===== config.mk =====
export PLATFORM = sky130hd
export DESIGN_NAME = iop_port_regs
export DESIGN_NICKNAME = d
export VERILOG_FILES = /design/src/hdl/iop_pin_sync.v /design/src/hdl/iop_irq_port.v /design/src/hdl/iop_port_regs.v
export VERILOG_INCLUDE_DIRS = /design/src /design/src/hdl
export SDC_FILE = /design/constraint.sdc
export NUM_CORES = 1
export LEC_CHECK = 0
export BUFFER_PORTS_ARGS = -buffer_cell sky130_fd_sc_hd__buf_2
export CAP_MARGIN = 20
export CELL_PAD_IN_SITES_DETAIL_PLACEMENT = 1
export CELL_PAD_IN_SITES_GLOBAL_PLACEMENT = 1
export CORE_ASPECT_RATIO = 2
export CORE_MARGIN = 2
export CORE_UTILIZATION = 48
export DETAILED_ROUTE_END_ITERATION = 6
export GPL_TIMING_DRIVEN = 0
export PLACE_DENSITY_LB_ADDON = 0.1
export REMOVE_ABC_BUFFERS = 1
export SKIP_LAST_GASP = 1
export SLEW_MARGIN = 30
export SYNTH_ARGS = -nofsm -noshare
export SYNTH_HDL_FRONTEND = slang
export SYNTH_SLANG_ARGS = --single-unit

===== constraint.sdc =====
create_clock -name pclk -period 3.2 [get_ports pclk]
set_clock_uncertainty 0.05 [all_clocks]
set_input_delay 0.16 -clock pclk [delete_from_list [all_inputs] [get_ports pclk]]
set_output_delay 0.16 -clock pclk [all_outputs]
set_load 0.005 [all_outputs]

===== src/hdl/iop_map.vh =====
// Purpose: Register indices, reset values and field widths of the I/O port block.
// Assumes: Byte address of a register is four times its index.
// Notes:   Definitions only.
`ifndef IOP_MAP_VH
`define IOP_MAP_VH
// ==========================================================================
// Register indices
`define IOP_IDX_P0_LEVEL     16'h5200
`define IOP_IDX_PORT0_OUTPUT_VALUE       16'h5201
`define IOP_IDX_P0_DIR       16'h5202
`define IOP_IDX_P0_PULLUP    16'h5203
`define IOP_IDX_P0_HYST      16'h5204
`define IOP_IDX_P0_IRQ_EN    16'h5205
`define IOP_IDX_P0_IRQ_POL   16'h5206
`define IOP_IDX_P0_IRQ_PEND  16'h5207
`define IOP_IDX_P0_DEBOUNCE  16'h5208
`define IOP_IDX_P0_KEY_RST   16'h5209
`define IOP_IDX_P1_LEVEL     16'h5210
`define IOP_IDX_PORT1_OUTPUT_VALUE       16'h5211
`define IOP_IDX_P1_DIR       16'h5212
`define IOP_IDX_P1_PULLUP    16'h5213
`define IOP_IDX_P1_HYST      16'h5214
`define IOP_IDX_P1_IRQ_EN    16'h5215
`define IOP_IDX_P1_IRQ_POL   16'h5216
`define IOP_IDX_P1_IRQ_PEND  16'h5217
`define IOP_IDX_P2_LEVEL     16'h5220
`define IOP_IDX_PORT2_OUTPUT_VALUE       16'h5221
`define IOP_IDX_P2_DIR       16'h5222
`define IOP_IDX_P2_PULLUP    16'h5223
`define IOP_IDX_P2_HYST      16'h5224
`define IOP_IDX_P3_LEVEL     16'h5230
`define IOP_IDX_PORT3_OUTPUT_VALUE       16'h5231
`define IOP_IDX_P3_DIR       16'h5232
`define IOP_IDX_P3_PULLUP    16'h5233
`define IOP_IDX_P3_HYST      16'h5234
`define IOP_IDX_P0_FUNC      16'h52A0
`define IOP_IDX_P1_FUNC      16'h52A1
`define IOP_IDX_P2_FUNC      16'h52A2
`define IOP_IDX_P3_FUNC      16'h52A3
`define IOP_IDX_IRQ_STATUS   16'h52B0
`define IOP_IDX_IRQ_MASK     16'h52B1
// ==========================================================================
// Field widths
`define IOP_REG_W            8
`define IOP_P3_W             4
`define IOP_STAT_W           2
// ==========================================================================
// Reset values
`define IOP_RST_OUT          8'h00
`define IOP_RST_DIR          8'h00
`define IOP_RST_PULLUP       8'hFF
`define IOP_RST_HYST         8'h00
`define IOP_RST_IRQ          8'h00
`define IOP_RST_DEBOUNCE     8'h00
`define IOP_RST_KEY_RST      8'h00
`define IOP_RST_FUNC         8'h00
// Port 3 keeps only four bits in its output, direction, pull-up and hysteresis registers
`define IOP_RST_PORT3_OUTPUT_VALUE       4'h0
`define IOP_RST_P3_DIR       4'h0
`define IOP_RST_P3_PULLUP    4'hF
`define IOP_RST_P3_HYST      4'h0
`endif


===== src/hdl/iop_pin_sync.v =====
// Purpose: Two-flop synchroniser for a group of pins, plus an edge-history stage.
// Assumes: Pins are asynchronous to pclk.
// Notes:   Only sync_level and prev_level may be read outside.
`timescale 1ns/10ps
`default_nettype none
module iop_pin_sync #(
	parameter WIDTH = 8
) (
	// Clock and reset
	input  wire             pclk,
	input  wire             presetn,
	// Pins and synchronised levels
	input  wire [WIDTH-1:0] pin_in,
	output reg  [WIDTH-1:0] sync_level,
	output reg  [WIDTH-1:0] prev_level
);
	reg [WIDTH-1:0] meta;

	always @(posedge pclk or negedge presetn) begin
		if (!presetn) begin
			meta       <= {WIDTH{1'b0}};
			sync_level <= {WIDTH{1'b0}};
			prev_level <= {WIDTH{1'b0}};
		end else begin
			meta       <= pin_in;
			sync_level <= meta;
			prev_level <= sync_level;
		end
	end
endmodule // iop_pin_sync
`default_nettype wire


===== src/hdl/iop_irq_port.v =====
// Purpose: Edge detection, pending flags and request line of one port.
// Assumes: Levels come already synchronised.
// Notes:   A new event wins over a clear in the same cycle.
`timescale 1ns/10ps
`default_nettype none
module iop_irq_port #(
	parameter WIDTH = 8
) (
	// Clock and reset
	input  wire             pclk,
	input  wire             presetn,
	// Synchronised pin levels
	input  wire [WIDTH-1:0] sync_level,
	input  wire [WIDTH-1:0] prev_level,
	// Controls
	input  wire [WIDTH-1:0] irq_enable_bits,
	input  wire [WIDTH-1:0] irq_polarity_bits,
	input  wire [WIDTH-1:0] clear_bits,
	// Status
	output reg  [WIDTH-1:0] irq_pending_bits,
	output reg              irq_request,
	output wire             event_seen
);
	wire [WIDTH-1:0] rise;
	wire [WIDTH-1:0] fall;
	wire [WIDTH-1:0] hit;
	wire [WIDTH-1:0] next_pending;

	assign rise = sync_level & ~prev_level;
	assign fall = ~sync_level & prev_level;
	// Polarity 1 picks the falling edge
	assign hit = irq_enable_bits &
		((irq_polarity_bits & fall) | (~irq_polarity_bits & rise));
	assign next_pending = (irq_pending_bits & ~clear_bits) | hit;
	assign event_seen = |hit;

	always @(posedge pclk or negedge presetn) begin
		if (!presetn) begin
			irq_pending_bits <= {WIDTH{1'b0}};
			irq_request      <= 1'b0;
		end else begin
			irq_pending_bits <= next_pending;
			irq_request      <= |next_pending;
		end
	end
endmodule // iop_irq_port
`default_nettype wire


===== src/hdl/iop_port_regs.v =====
// Purpose: APB register file, pin readback and interrupts of a four-port GPIO block.
// Assumes: Zero-wait style APB slave; one access cycle per transfer.
// Notes:   Register index times four is the byte address.
`timescale 1ns/10ps
`default_nettype none
`include "iop_map.vh"
module iop_port_regs #(
	parameter AW = 18
) (
	// Clock and reset
	input  wire          pclk,
	input  wire          presetn,
	// APB slave
	input  wire          psel,
	input  wire          penable,
	input  wire          pwrite,
	input  wire [AW-1:0] paddr,
	input  wire [31:0]   pwdata,
	input  wire [3:0]    pstrb,
	output reg  [31:0]   prdata,
	output reg           pready,
	output reg           pslverr,
	// Port pins
	input  wire [7:0]    port0_pin_in,
	input  wire [7:0]    port1_pin_in,
	input  wire [7:0]    port2_pin_in,
	input  wire [3:0]    port3_pin_in,
	output reg  [7:0]    port0_pin_out,
	output reg  [7:0]    port1_pin_out,
	output reg  [7:0]    port2_pin_out,
	output reg  [3:0]    port3_pin_out,
	output reg  [7:0]    port0_pin_oe,
	output reg  [7:0]    port1_pin_oe,
	output reg  [7:0]    port2_pin_oe,
	output reg  [3:0]    port3_pin_oe,
	// Pad controls
	output reg  [27:0]   pullup_enable,
	output reg  [27:0]   hysteresis_enable,
	output reg  [31:0]   function_select,
	output reg  [7:0]    debounce_control,
	output reg  [7:0]    key_reset_config,
	// Interrupts
	output wire          port0_irq,
	output wire          port1_irq,
	output reg           irq
);
	// ======================================================================
	// Bus decode
	wire [15:0] index;
	wire        wr_en;
	wire        rd_en;
	wire [7:0]  wbyte;

	assign index = paddr[17:2];
	// Access phase edge at which the transfer completes
	assign wr_en = psel & penable & pready & pwrite;
	assign rd_en = psel & penable & pready & ~pwrite;
	// Low lane only; other lanes are not storage
	assign wbyte = pstrb[0] ? pwdata[7:0] : 8'h00;

	function wr_hit;
		input        en;
		input [15:0] idx;
		input [15:0] target;
		begin
			wr_hit = en && (idx == target);
		end
	endfunction

	// ======================================================================
	// Storage
	reg [7:0] port0_output_value;
	reg [7:0] port1_output_value;
	reg [7:0] port2_output_value;
	reg [3:0] port3_output_value;
	reg [7:0] p0_dir;
	reg [7:0] p1_dir;
	reg [7:0] p2_dir;
	reg [3:0] p3_dir;
	reg [7:0] p0_pullup;
	reg [7:0] p1_pullup;
	reg [7:0] p2_pullup;
	reg [3:0] p3_pullup;
	reg [7:0] p0_hyst;
	reg [7:0] p1_hyst;
	reg [7:0] p2_hyst;
	reg [3:0] p3_hyst;
	reg [7:0] p0_irq_en;
	reg [7:0] p1_irq_en;
	reg [7:0] p0_irq_pol;
	reg [7:0] p1_irq_pol;
	reg [7:0] p0_debounce;
	reg [7:0] p0_key_rst;
	reg [7:0] p0_func;
	reg [7:0] p1_func;
	reg [7:0] p2_func;
	reg [7:0] p3_func;
	reg [`IOP_STAT_W-1:0] irq_status;
	reg [`IOP_STAT_W-1:0] irq_mask;

	// ======================================================================
	// Pin synchronisers
	wire [7:0] p0_level;
	wire [7:0] p1_level;
	wire [7:0] p2_level;
	wire [3:0] p3_level;
	wire [7:0] p0_prev;
	wire [7:0] p1_prev;

	iop_pin_sync #(.WIDTH(8)) u_sync0 (
		.pclk       (pclk),
		.presetn    (presetn),
		.pin_in     (port0_pin_in),
		.sync_level (p0_level),
		.prev_level (p0_prev)
	);
	iop_pin_sync #(.WIDTH(8)) u_sync1 (
		.pclk       (pclk),
		.presetn    (presetn),
		.pin_in     (port1_pin_in),
		.sync_level (p1_level),
		.prev_level (p1_prev)
	);
	// Ports 2 and 3 have no edge logic
	iop_pin_sync #(.WIDTH(8)) u_sync2 (
		.pclk       (pclk),
		.presetn    (presetn),
		.pin_in     (port2_pin_in),
		.sync_level (p2_level),
		.prev_level ()
	);
	iop_pin_sync #(.WIDTH(`IOP_P3_W)) u_sync3 (
		.pclk       (pclk),
		.presetn    (presetn),
		.pin_in     (port3_pin_in),
		.sync_level (p3_level),
		.prev_level ()
	);

	// ======================================================================
	// Port interrupts
	wire [7:0] p0_pend;
	wire [7:0] p1_pend;
	wire [7:0] p0_clr;
	wire [7:0] p1_clr;
	wire       p0_event;
	wire       p1_event;

	assign p0_clr = wr_hit(wr_en, index, `IOP_IDX_P0_IRQ_PEND) ? wbyte : 8'h00;
	assign p1_clr = wr_hit(wr_en, index, `IOP_IDX_P1_IRQ_PEND) ? wbyte : 8'h00;

	iop_irq_port #(.WIDTH(8)) u_irq0 (
		.pclk              (pclk),
		.presetn           (presetn),
		.sync_level        (p0_level),
		.prev_level        (p0_prev),
		.irq_enable_bits   (p0_irq_en),
		.irq_polarity_bits (p0_irq_pol),
		.clear_bits        (p0_clr),
		.irq_pending_bits  (p0_pend),
		.irq_request       (port0_irq),
		.event_seen        (p0_event)
	);
	iop_irq_port #(.WIDTH(8)) u_irq1 (
		.pclk              (pclk),
		.presetn           (presetn),
		.sync_level        (p1_level),
		.prev_level        (p1_prev),
		.irq_enable_bits   (p1_irq_en),
		.irq_polarity_bits (p1_irq_pol),
		.clear_bits        (p1_clr),
		.irq_pending_bits  (p1_pend),
		.irq_request       (port1_irq),
		.event_seen        (p1_event)
	);

	// ======================================================================
	// Register writes
	always @(posedge pclk or negedge presetn) begin
		if (!presetn) begin
			port0_output_value      <= `IOP_RST_OUT;
			port1_output_value      <= `IOP_RST_OUT;
			port2_output_value      <= `IOP_RST_OUT;
			port3_output_value      <= `IOP_RST_PORT3_OUTPUT_VALUE;
			p0_dir      <= `IOP_RST_DIR;
			p1_dir      <= `IOP_RST_DIR;
			p2_dir      <= `IOP_RST_DIR;
			p3_dir      <= `IOP_RST_P3_DIR;
			p0_pullup   <= `IOP_RST_PULLUP;
			p1_pullup   <= `IOP_RST_PULLUP;
			p2_pullup   <= `IOP_RST_PULLUP;
			p3_pullup   <= `IOP_RST_P3_PULLUP;
			p0_hyst     <= `IOP_RST_HYST;
			p1_hyst     <= `IOP_RST_HYST;
			p2_hyst     <= `IOP_RST_HYST;
			p3_hyst     <= `IOP_RST_P3_HYST;
			p0_irq_en   <= `IOP_RST_IRQ;
			p1_irq_en   <= `IOP_RST_IRQ;
			p0_irq_pol  <= `IOP_RST_IRQ;
			p1_irq_pol  <= `IOP_RST_IRQ;
			p0_debounce <= `IOP_RST_DEBOUNCE;
			p0_key_rst  <= `IOP_RST_KEY_RST;
			p0_func     <= `IOP_RST_FUNC;
			p1_func     <= `IOP_RST_FUNC;
			p2_func     <= `IOP_RST_FUNC;
			p3_func     <= `IOP_RST_FUNC;
			irq_mask    <= {`IOP_STAT_W{1'b0}};
		end else if (wr_en) begin
			// Pin-level and unlisted indices fall through untouched
			case (index)
			`IOP_IDX_PORT0_OUTPUT_VALUE:      port0_output_value      <= wbyte;
			`IOP_IDX_PORT1_OUTPUT_VALUE:      port1_output_value      <= wbyte;
			`IOP_IDX_PORT2_OUTPUT_VALUE:      port2_output_value      <= wbyte;
			`IOP_IDX_PORT3_OUTPUT_VALUE:      port3_output_value      <= wbyte[3:0];
			`IOP_IDX_P0_DIR:      p0_dir      <= wbyte;
			`IOP_IDX_P1_DIR:      p1_dir      <= wbyte;
			`IOP_IDX_P2_DIR:      p2_dir      <= wbyte;
			`IOP_IDX_P3_DIR:      p3_dir      <= wbyte[3:0];
			`IOP_IDX_P0_PULLUP:   p0_pullup   <= wbyte;
			`IOP_IDX_P1_PULLUP:   p1_pullup   <= wbyte;
			`IOP_IDX_P2_PULLUP:   p2_pullup   <= wbyte;
			`IOP_IDX_P3_PULLUP:   p3_pullup   <= wbyte[3:0];
			`IOP_IDX_P0_HYST:     p0_hyst     <= wbyte;
			`IOP_IDX_P1_HYST:     p1_hyst     <= wbyte;
			`IOP_IDX_P2_HYST:     p2_hyst     <= wbyte;
			`IOP_IDX_P3_HYST:     p3_hyst     <= wbyte[3:0];
			`IOP_IDX_P0_IRQ_EN:   p0_irq_en   <= wbyte;
			`IOP_IDX_P1_IRQ_EN:   p1_irq_en   <= wbyte;
			`IOP_IDX_P0_IRQ_POL:  p0_irq_pol  <= wbyte;
			`IOP_IDX_P1_IRQ_POL:  p1_irq_pol  <= wbyte;
			`IOP_IDX_P0_DEBOUNCE: p0_debounce <= wbyte;
			`IOP_IDX_P0_KEY_RST:  p0_key_rst  <= wbyte;
			`IOP_IDX_P0_FUNC:     p0_func     <= wbyte;
			`IOP_IDX_P1_FUNC:     p1_func     <= wbyte;
			`IOP_IDX_P2_FUNC:     p2_func     <= wbyte;
			`IOP_IDX_P3_FUNC:     p3_func     <= wbyte;
			`IOP_IDX_IRQ_MASK:    irq_mask    <= wbyte[1:0];
			default: begin
			end
			endcase
		end
	end

	// ======================================================================
	// Summary status: read clears, new event wins
	wire [`IOP_STAT_W-1:0] stat_set;
	wire                   stat_rd;
	wire [`IOP_STAT_W-1:0] next_irq_status;
	wire [`IOP_STAT_W-1:0] stat_clr;

	assign stat_set = {p1_event, p0_event};
	assign stat_rd = rd_en && (index == `IOP_IDX_IRQ_STATUS);
	// Clear only what the read returned; a bit set after capture must survive
	assign stat_clr = stat_rd ? prdata[`IOP_STAT_W-1:0] : {`IOP_STAT_W{1'b0}};
	assign next_irq_status = (irq_status & ~stat_clr) | stat_set;

	always @(posedge pclk or negedge presetn) begin
		if (!presetn) begin
			irq_status <= {`IOP_STAT_W{1'b0}};
			irq        <= 1'b0;
		end else begin
			irq_status <= next_irq_status;
			irq        <= |(next_irq_status & irq_mask);
		end
	end

	// ======================================================================
	// Read mux
	reg [7:0] rd_byte;

	always @* begin
		rd_byte = 8'h00;
		case (index)
		`IOP_IDX_P0_LEVEL:    rd_byte = p0_level;
		`IOP_IDX_P1_LEVEL:    rd_byte = p1_level;
		`IOP_IDX_P2_LEVEL:    rd_byte = p2_level;
		`IOP_IDX_P3_LEVEL:    rd_byte = {4'h0, p3_level};
		`IOP_IDX_PORT0_OUTPUT_VALUE:      rd_byte = port0_output_value;
		`IOP_IDX_PORT1_OUTPUT_VALUE:      rd_byte = port1_output_value;
		`IOP_IDX_PORT2_OUTPUT_VALUE:      rd_byte = port2_output_value;
		`IOP_IDX_PORT3_OUTPUT_VALUE:      rd_byte = {4'h0, port3_output_value};
		`IOP_IDX_P0_DIR:      rd_byte = p0_dir;
		`IOP_IDX_P1_DIR:      rd_byte = p1_dir;
		`IOP_IDX_P2_DIR:      rd_byte = p2_dir;
		`IOP_IDX_P3_DIR:      rd_byte = {4'h0, p3_dir};
		`IOP_IDX_P0_PULLUP:   rd_byte = p0_pullup;
		`IOP_IDX_P1_PULLUP:   rd_byte = p1_pullup;
		`IOP_IDX_P2_PULLUP:   rd_byte = p2_pullup;
		`IOP_IDX_P3_PULLUP:   rd_byte = {4'h0, p3_pullup};
		`IOP_IDX_P0_HYST:     rd_byte = p0_hyst;
		`IOP_IDX_P1_HYST:     rd_byte = p1_hyst;
		`IOP_IDX_P2_HYST:     rd_byte = p2_hyst;
		`IOP_IDX_P3_HYST:     rd_byte = {4'h0, p3_hyst};
		`IOP_IDX_P0_IRQ_EN:   rd_byte = p0_irq_en;
		`IOP_IDX_P1_IRQ_EN:   rd_byte = p1_irq_en;
		`IOP_IDX_P0_IRQ_POL:  rd_byte = p0_irq_pol;
		`IOP_IDX_P1_IRQ_POL:  rd_byte = p1_irq_pol;
		`IOP_IDX_P0_IRQ_PEND: rd_byte = p0_pend;
		`IOP_IDX_P1_IRQ_PEND: rd_byte = p1_pend;
		`IOP_IDX_P0_DEBOUNCE: rd_byte = p0_debounce;
		`IOP_IDX_P0_KEY_RST:  rd_byte = p0_key_rst;
		`IOP_IDX_P0_FUNC:     rd_byte = p0_func;
		`IOP_IDX_P1_FUNC:     rd_byte = p1_func;
		`IOP_IDX_P2_FUNC:     rd_byte = p2_func;
		`IOP_IDX_P3_FUNC:     rd_byte = p3_func;
		`IOP_IDX_IRQ_STATUS:  rd_byte = {6'h00, irq_status};
		`IOP_IDX_IRQ_MASK:    rd_byte = {6'h00, irq_mask};
		default:              rd_byte = 8'h00;
		endcase
	end

	// ======================================================================
	// APB handshake
	// Data is captured at the end of setup so prdata leaves a flop;
	// the cost is that levels read are one cycle old.
	always @(posedge pclk or negedge presetn) begin
		if (!presetn) begin
			prdata  <= 32'h0000_0000;
			pready  <= 1'b0;
			pslverr <= 1'b0;
		end else begin
			pready  <= psel & ~penable;
			pslverr <= 1'b0;
			if (psel & ~penable & ~pwrite)
				prdata <= {24'h000000, rd_byte};
			else if (psel & penable & pready)
				prdata <= 32'h0000_0000;
		end
	end

	// ======================================================================
	// Pad drive
	always @(posedge pclk or negedge presetn) begin
		if (!presetn) begin
			port0_pin_out     <= `IOP_RST_OUT;
			port1_pin_out     <= `IOP_RST_OUT;
			port2_pin_out     <= `IOP_RST_OUT;
			port3_pin_out     <= 4'h0;
			port0_pin_oe      <= `IOP_RST_DIR;
			port1_pin_oe      <= `IOP_RST_DIR;
			port2_pin_oe      <= `IOP_RST_DIR;
			port3_pin_oe      <= 4'h0;
			pullup_enable     <= 28'hFFFFFFF;
			hysteresis_enable <= 28'h0000000;
			function_select   <= 32'h0000_0000;
			debounce_control  <= `IOP_RST_DEBOUNCE;
			key_reset_config  <= `IOP_RST_KEY_RST;
		end else begin
			port0_pin_out     <= port0_output_value;
			port1_pin_out     <= port1_output_value;
			port2_pin_out     <= port2_output_value;
			port3_pin_out     <= port3_output_value;
			port0_pin_oe      <= p0_dir;
			port1_pin_oe      <= p1_dir;
			port2_pin_oe      <= p2_dir;
			port3_pin_oe      <= p3_dir;
			pullup_enable     <= {p3_pullup, p2_pullup, p1_pullup, p0_pullup};
			hysteresis_enable <= {p3_hyst, p2_hyst, p1_hyst, p0_hyst};
			function_select   <= {p3_func, p2_func, p1_func, p0_func};
			debounce_control  <= p0_debounce;
			key_reset_config  <= p0_key_rst;
		end
	end
endmodule // iop_port_regs
`default_nettype wire


==> results_dict.tcl <==
set metrics [dict create \
    overflow 0 \
    first_pass_iters 6 \
    setup_viol 0 \
    placed_cells 1998 \
    status "completed" \
    clock_sinks 456 \
    tns_ns 0 \
    cap_violations 0 \
    path_clk_slew_ns 0.08 \
    synth_area_mm2 0.0168 \
    cp-end-kind "register" \
    gp_congestion 0.926 \
    critical-path-max-stage-delay_ns 1.04 \
    worstSetupStartpointType "input port" \
    cts_buffers 39 \
    powerDensity_mw_per_mm2 563 \
    ys.flop_type "dfrtp_1" \
    synthArstFlopShare 1.00 \
    p_leak_nw 9.32 \
    fin_util 0.585 \
    cts_root_buffer "clkbuf_16" \
    path_max_fanout 20 \
    synth_most_common_cell "dfrtp_1" \
    setup_ws_ns 0.0876 \
    synth_edf_count 0 \
    avgSynthCellArea_um2 12.1 \
    core_area_mm2 0.0344 \
    die_w_um 136 \
    r2r-start "pready" \
    final_nets 1716 \
    cts_setup_buffers 0 \
    grt_pass1_wl_mm 84.1 \
    seq_area_frac_synth 0.684 \
    synth_top_area_frac 0.597 \
    rsz0062_at_grt "false" \
    cp_data_required_time_ns 3.59 \
    grt_max_degree 97 \
    wire_per_inst_um 27.0 \
    antennaDiodeCount 0 \
    post-route-period-util 0.973 \
    crit_slowest_cell "or4bb_2" \
    cts_buffer_depth 3 \
    relSlewSlack 0.299 \
    vias_per_cell 5.98 \
    drtIter0Drc 828 \
    grt_pass1_vias 13400 \
    track_usage 0.318 \
    tritoncts "built" \
    hp-class "input port to async pin" \
    yosysWarnings 0 \
    ios 284 \
    timing.fmax_mhz 321 \
    fin_crit_ns 3.11 \
    drive_gt1_frac 0.251 \
    top_register "function_select" \
    std_cell_rows 96 \
    layoutNonFillerInstCount 2101 \
    vdd_drop_max_mv 0.449 \
    initial_core_util 0.488 \
    finalHoldViolations 0 \
    largest_reg_flops 32 \
    die_y_um 268 \
    syn_inst 1389 \
    portBuffers 229 \
    drc 0 \
    finalMaxSlewViolations 0 \
    ys_types 63 \
    synth_area_leaders "dfrtp_1, dfstp_2, o21ai_0" \
    grt_antenna_before_repair 0 \
    pre_cts_slack_ns -0.502 \
    crit_chain "buf_2 -> or4bb_2 -> nor4_4 -> nand2_1 -> o21ai_0" \
    syn2layout_area_growth_pct 19.9 \
    ant_nets 0 \
    largestRegisters "function_select (32), hysteresis_enable (28), pullup_enable (28)" \
    dp_hpwl_mm 39.7 \
    dr_total_vias 12600 \
    routed_wirelength_mm 56.7 \
    synth_top_area_cell "dfrtp_1" \
    arrival_ns 3.51 \
    total_power_mw 11.3 \
    startpoint "paddr[15]" \
    ys_ff_latch 456 \
    synth_common_cells "dfrtp_1, nand2_1, o21ai_0" \
    clock_latency_ns 0.56 \
    crit_type "input port to register" \
    fp.dieArea_mm2 0.0366 \
    cts_max_level 2 \
    worst_slew_pin_slew_ns 1.04 \
]
per-layer routing:
| metal | wire (µm) | GRT usage | up-vias |
|---|---|---|---|
| met5 | 0 | 0 | - |
| met1 | 20100 | 0.361 | 6479 |
| met2 | 29100 | 0.548 | 511 |
| met4 | 4460 | 0.219 | 0 |
| li1 | - | - | 5401 |
| met3 | 3060 | 0.0434 | 180 |
cells by family (layout without fill, tap and decap cells):
group,count (synthesis),after routing,synth area share
AO/OA/AOI/OAI,376,376,0.141
buffers and inverters,110,357,0.0322
flip-flops,456,456,0.684
multiplexers,1,1,0.000597
other,1,25,0.000224
AND/OR/NAND/NOR,445,445,0.141
timing repair:
action,4_1_cts,5_1_grt
setup endpoints to repair,0,1
endpoints found under the hold margin,220,0
gates resized for setup,0,0
hold buffers,31,0
path summary, 6_finish.rpt:
check / to / slack, ns / depth (start not counted)
setup / recovery: p2_hyst[7] / 0.09 / 5
hold / removal: p0_key_rst[5] / 0.04 / 2
setup reg to reg: port0_output_value[0] / 0.19 / 5
hold reg to reg: u_sync0.sync_level[4] / 0.30 / 0
max in group asynchronous: p2_pullup[7] / 1.78 / 4
min in group pclk: prdata[7] / 0.10 / 4
power by group:
| group | switching [mW] | internal [mW] | leakage [nW] |
|---|---|---|---|
| Combinational | 0.294 | 0.110 | 2.76 |
| Clock | 2.17 | 2.90 | 0.654 |
| Sequential | 0.0313 | 5.81 | 5.91 |
| Total | 2.49 | 8.82 | 9.32 |
through the flow:
step	hold WS (ns)	cell area [µm²]
final	0.0391	20100
after global routing	0.0641	20100
after CTS	0.0339	20100
after global placement	0.219	18000
after floorplan	-0.186	16300
after detailed placement	0.0218	18400
cells in the final DEF, fill, tap and decap left out, drive strengths merged, types with 25 or more instances in the layout:
cell type / count
dfstp: 56
conb: 25
o21ai: 219
clkbuf: 54
a22oi: 40
nand2: 273
buf: 252
nor2: 25
dlygate4sd3: 31
dfrtp: 400
area by class of cell:
cell class                 count  area, µm²
clock buffer                  54       1090
clock inverter                18        265
fill                        3630      14200
inverter                       2       7.51
multi-input combinational    847       4970
sequential                   456      11500
tap                          441        552
timing repair buffer         283       1740
worst max-delay path: cells and delay by family:
family / cells / cell delay (ns)
and+or+nand+nor: 3 / 2.79
buffers and inverters: 1 / 0.12
AOI/OAI and AO/OA: 1 / 0.40
Note: power is estimated with default switching activity, not from simulation.
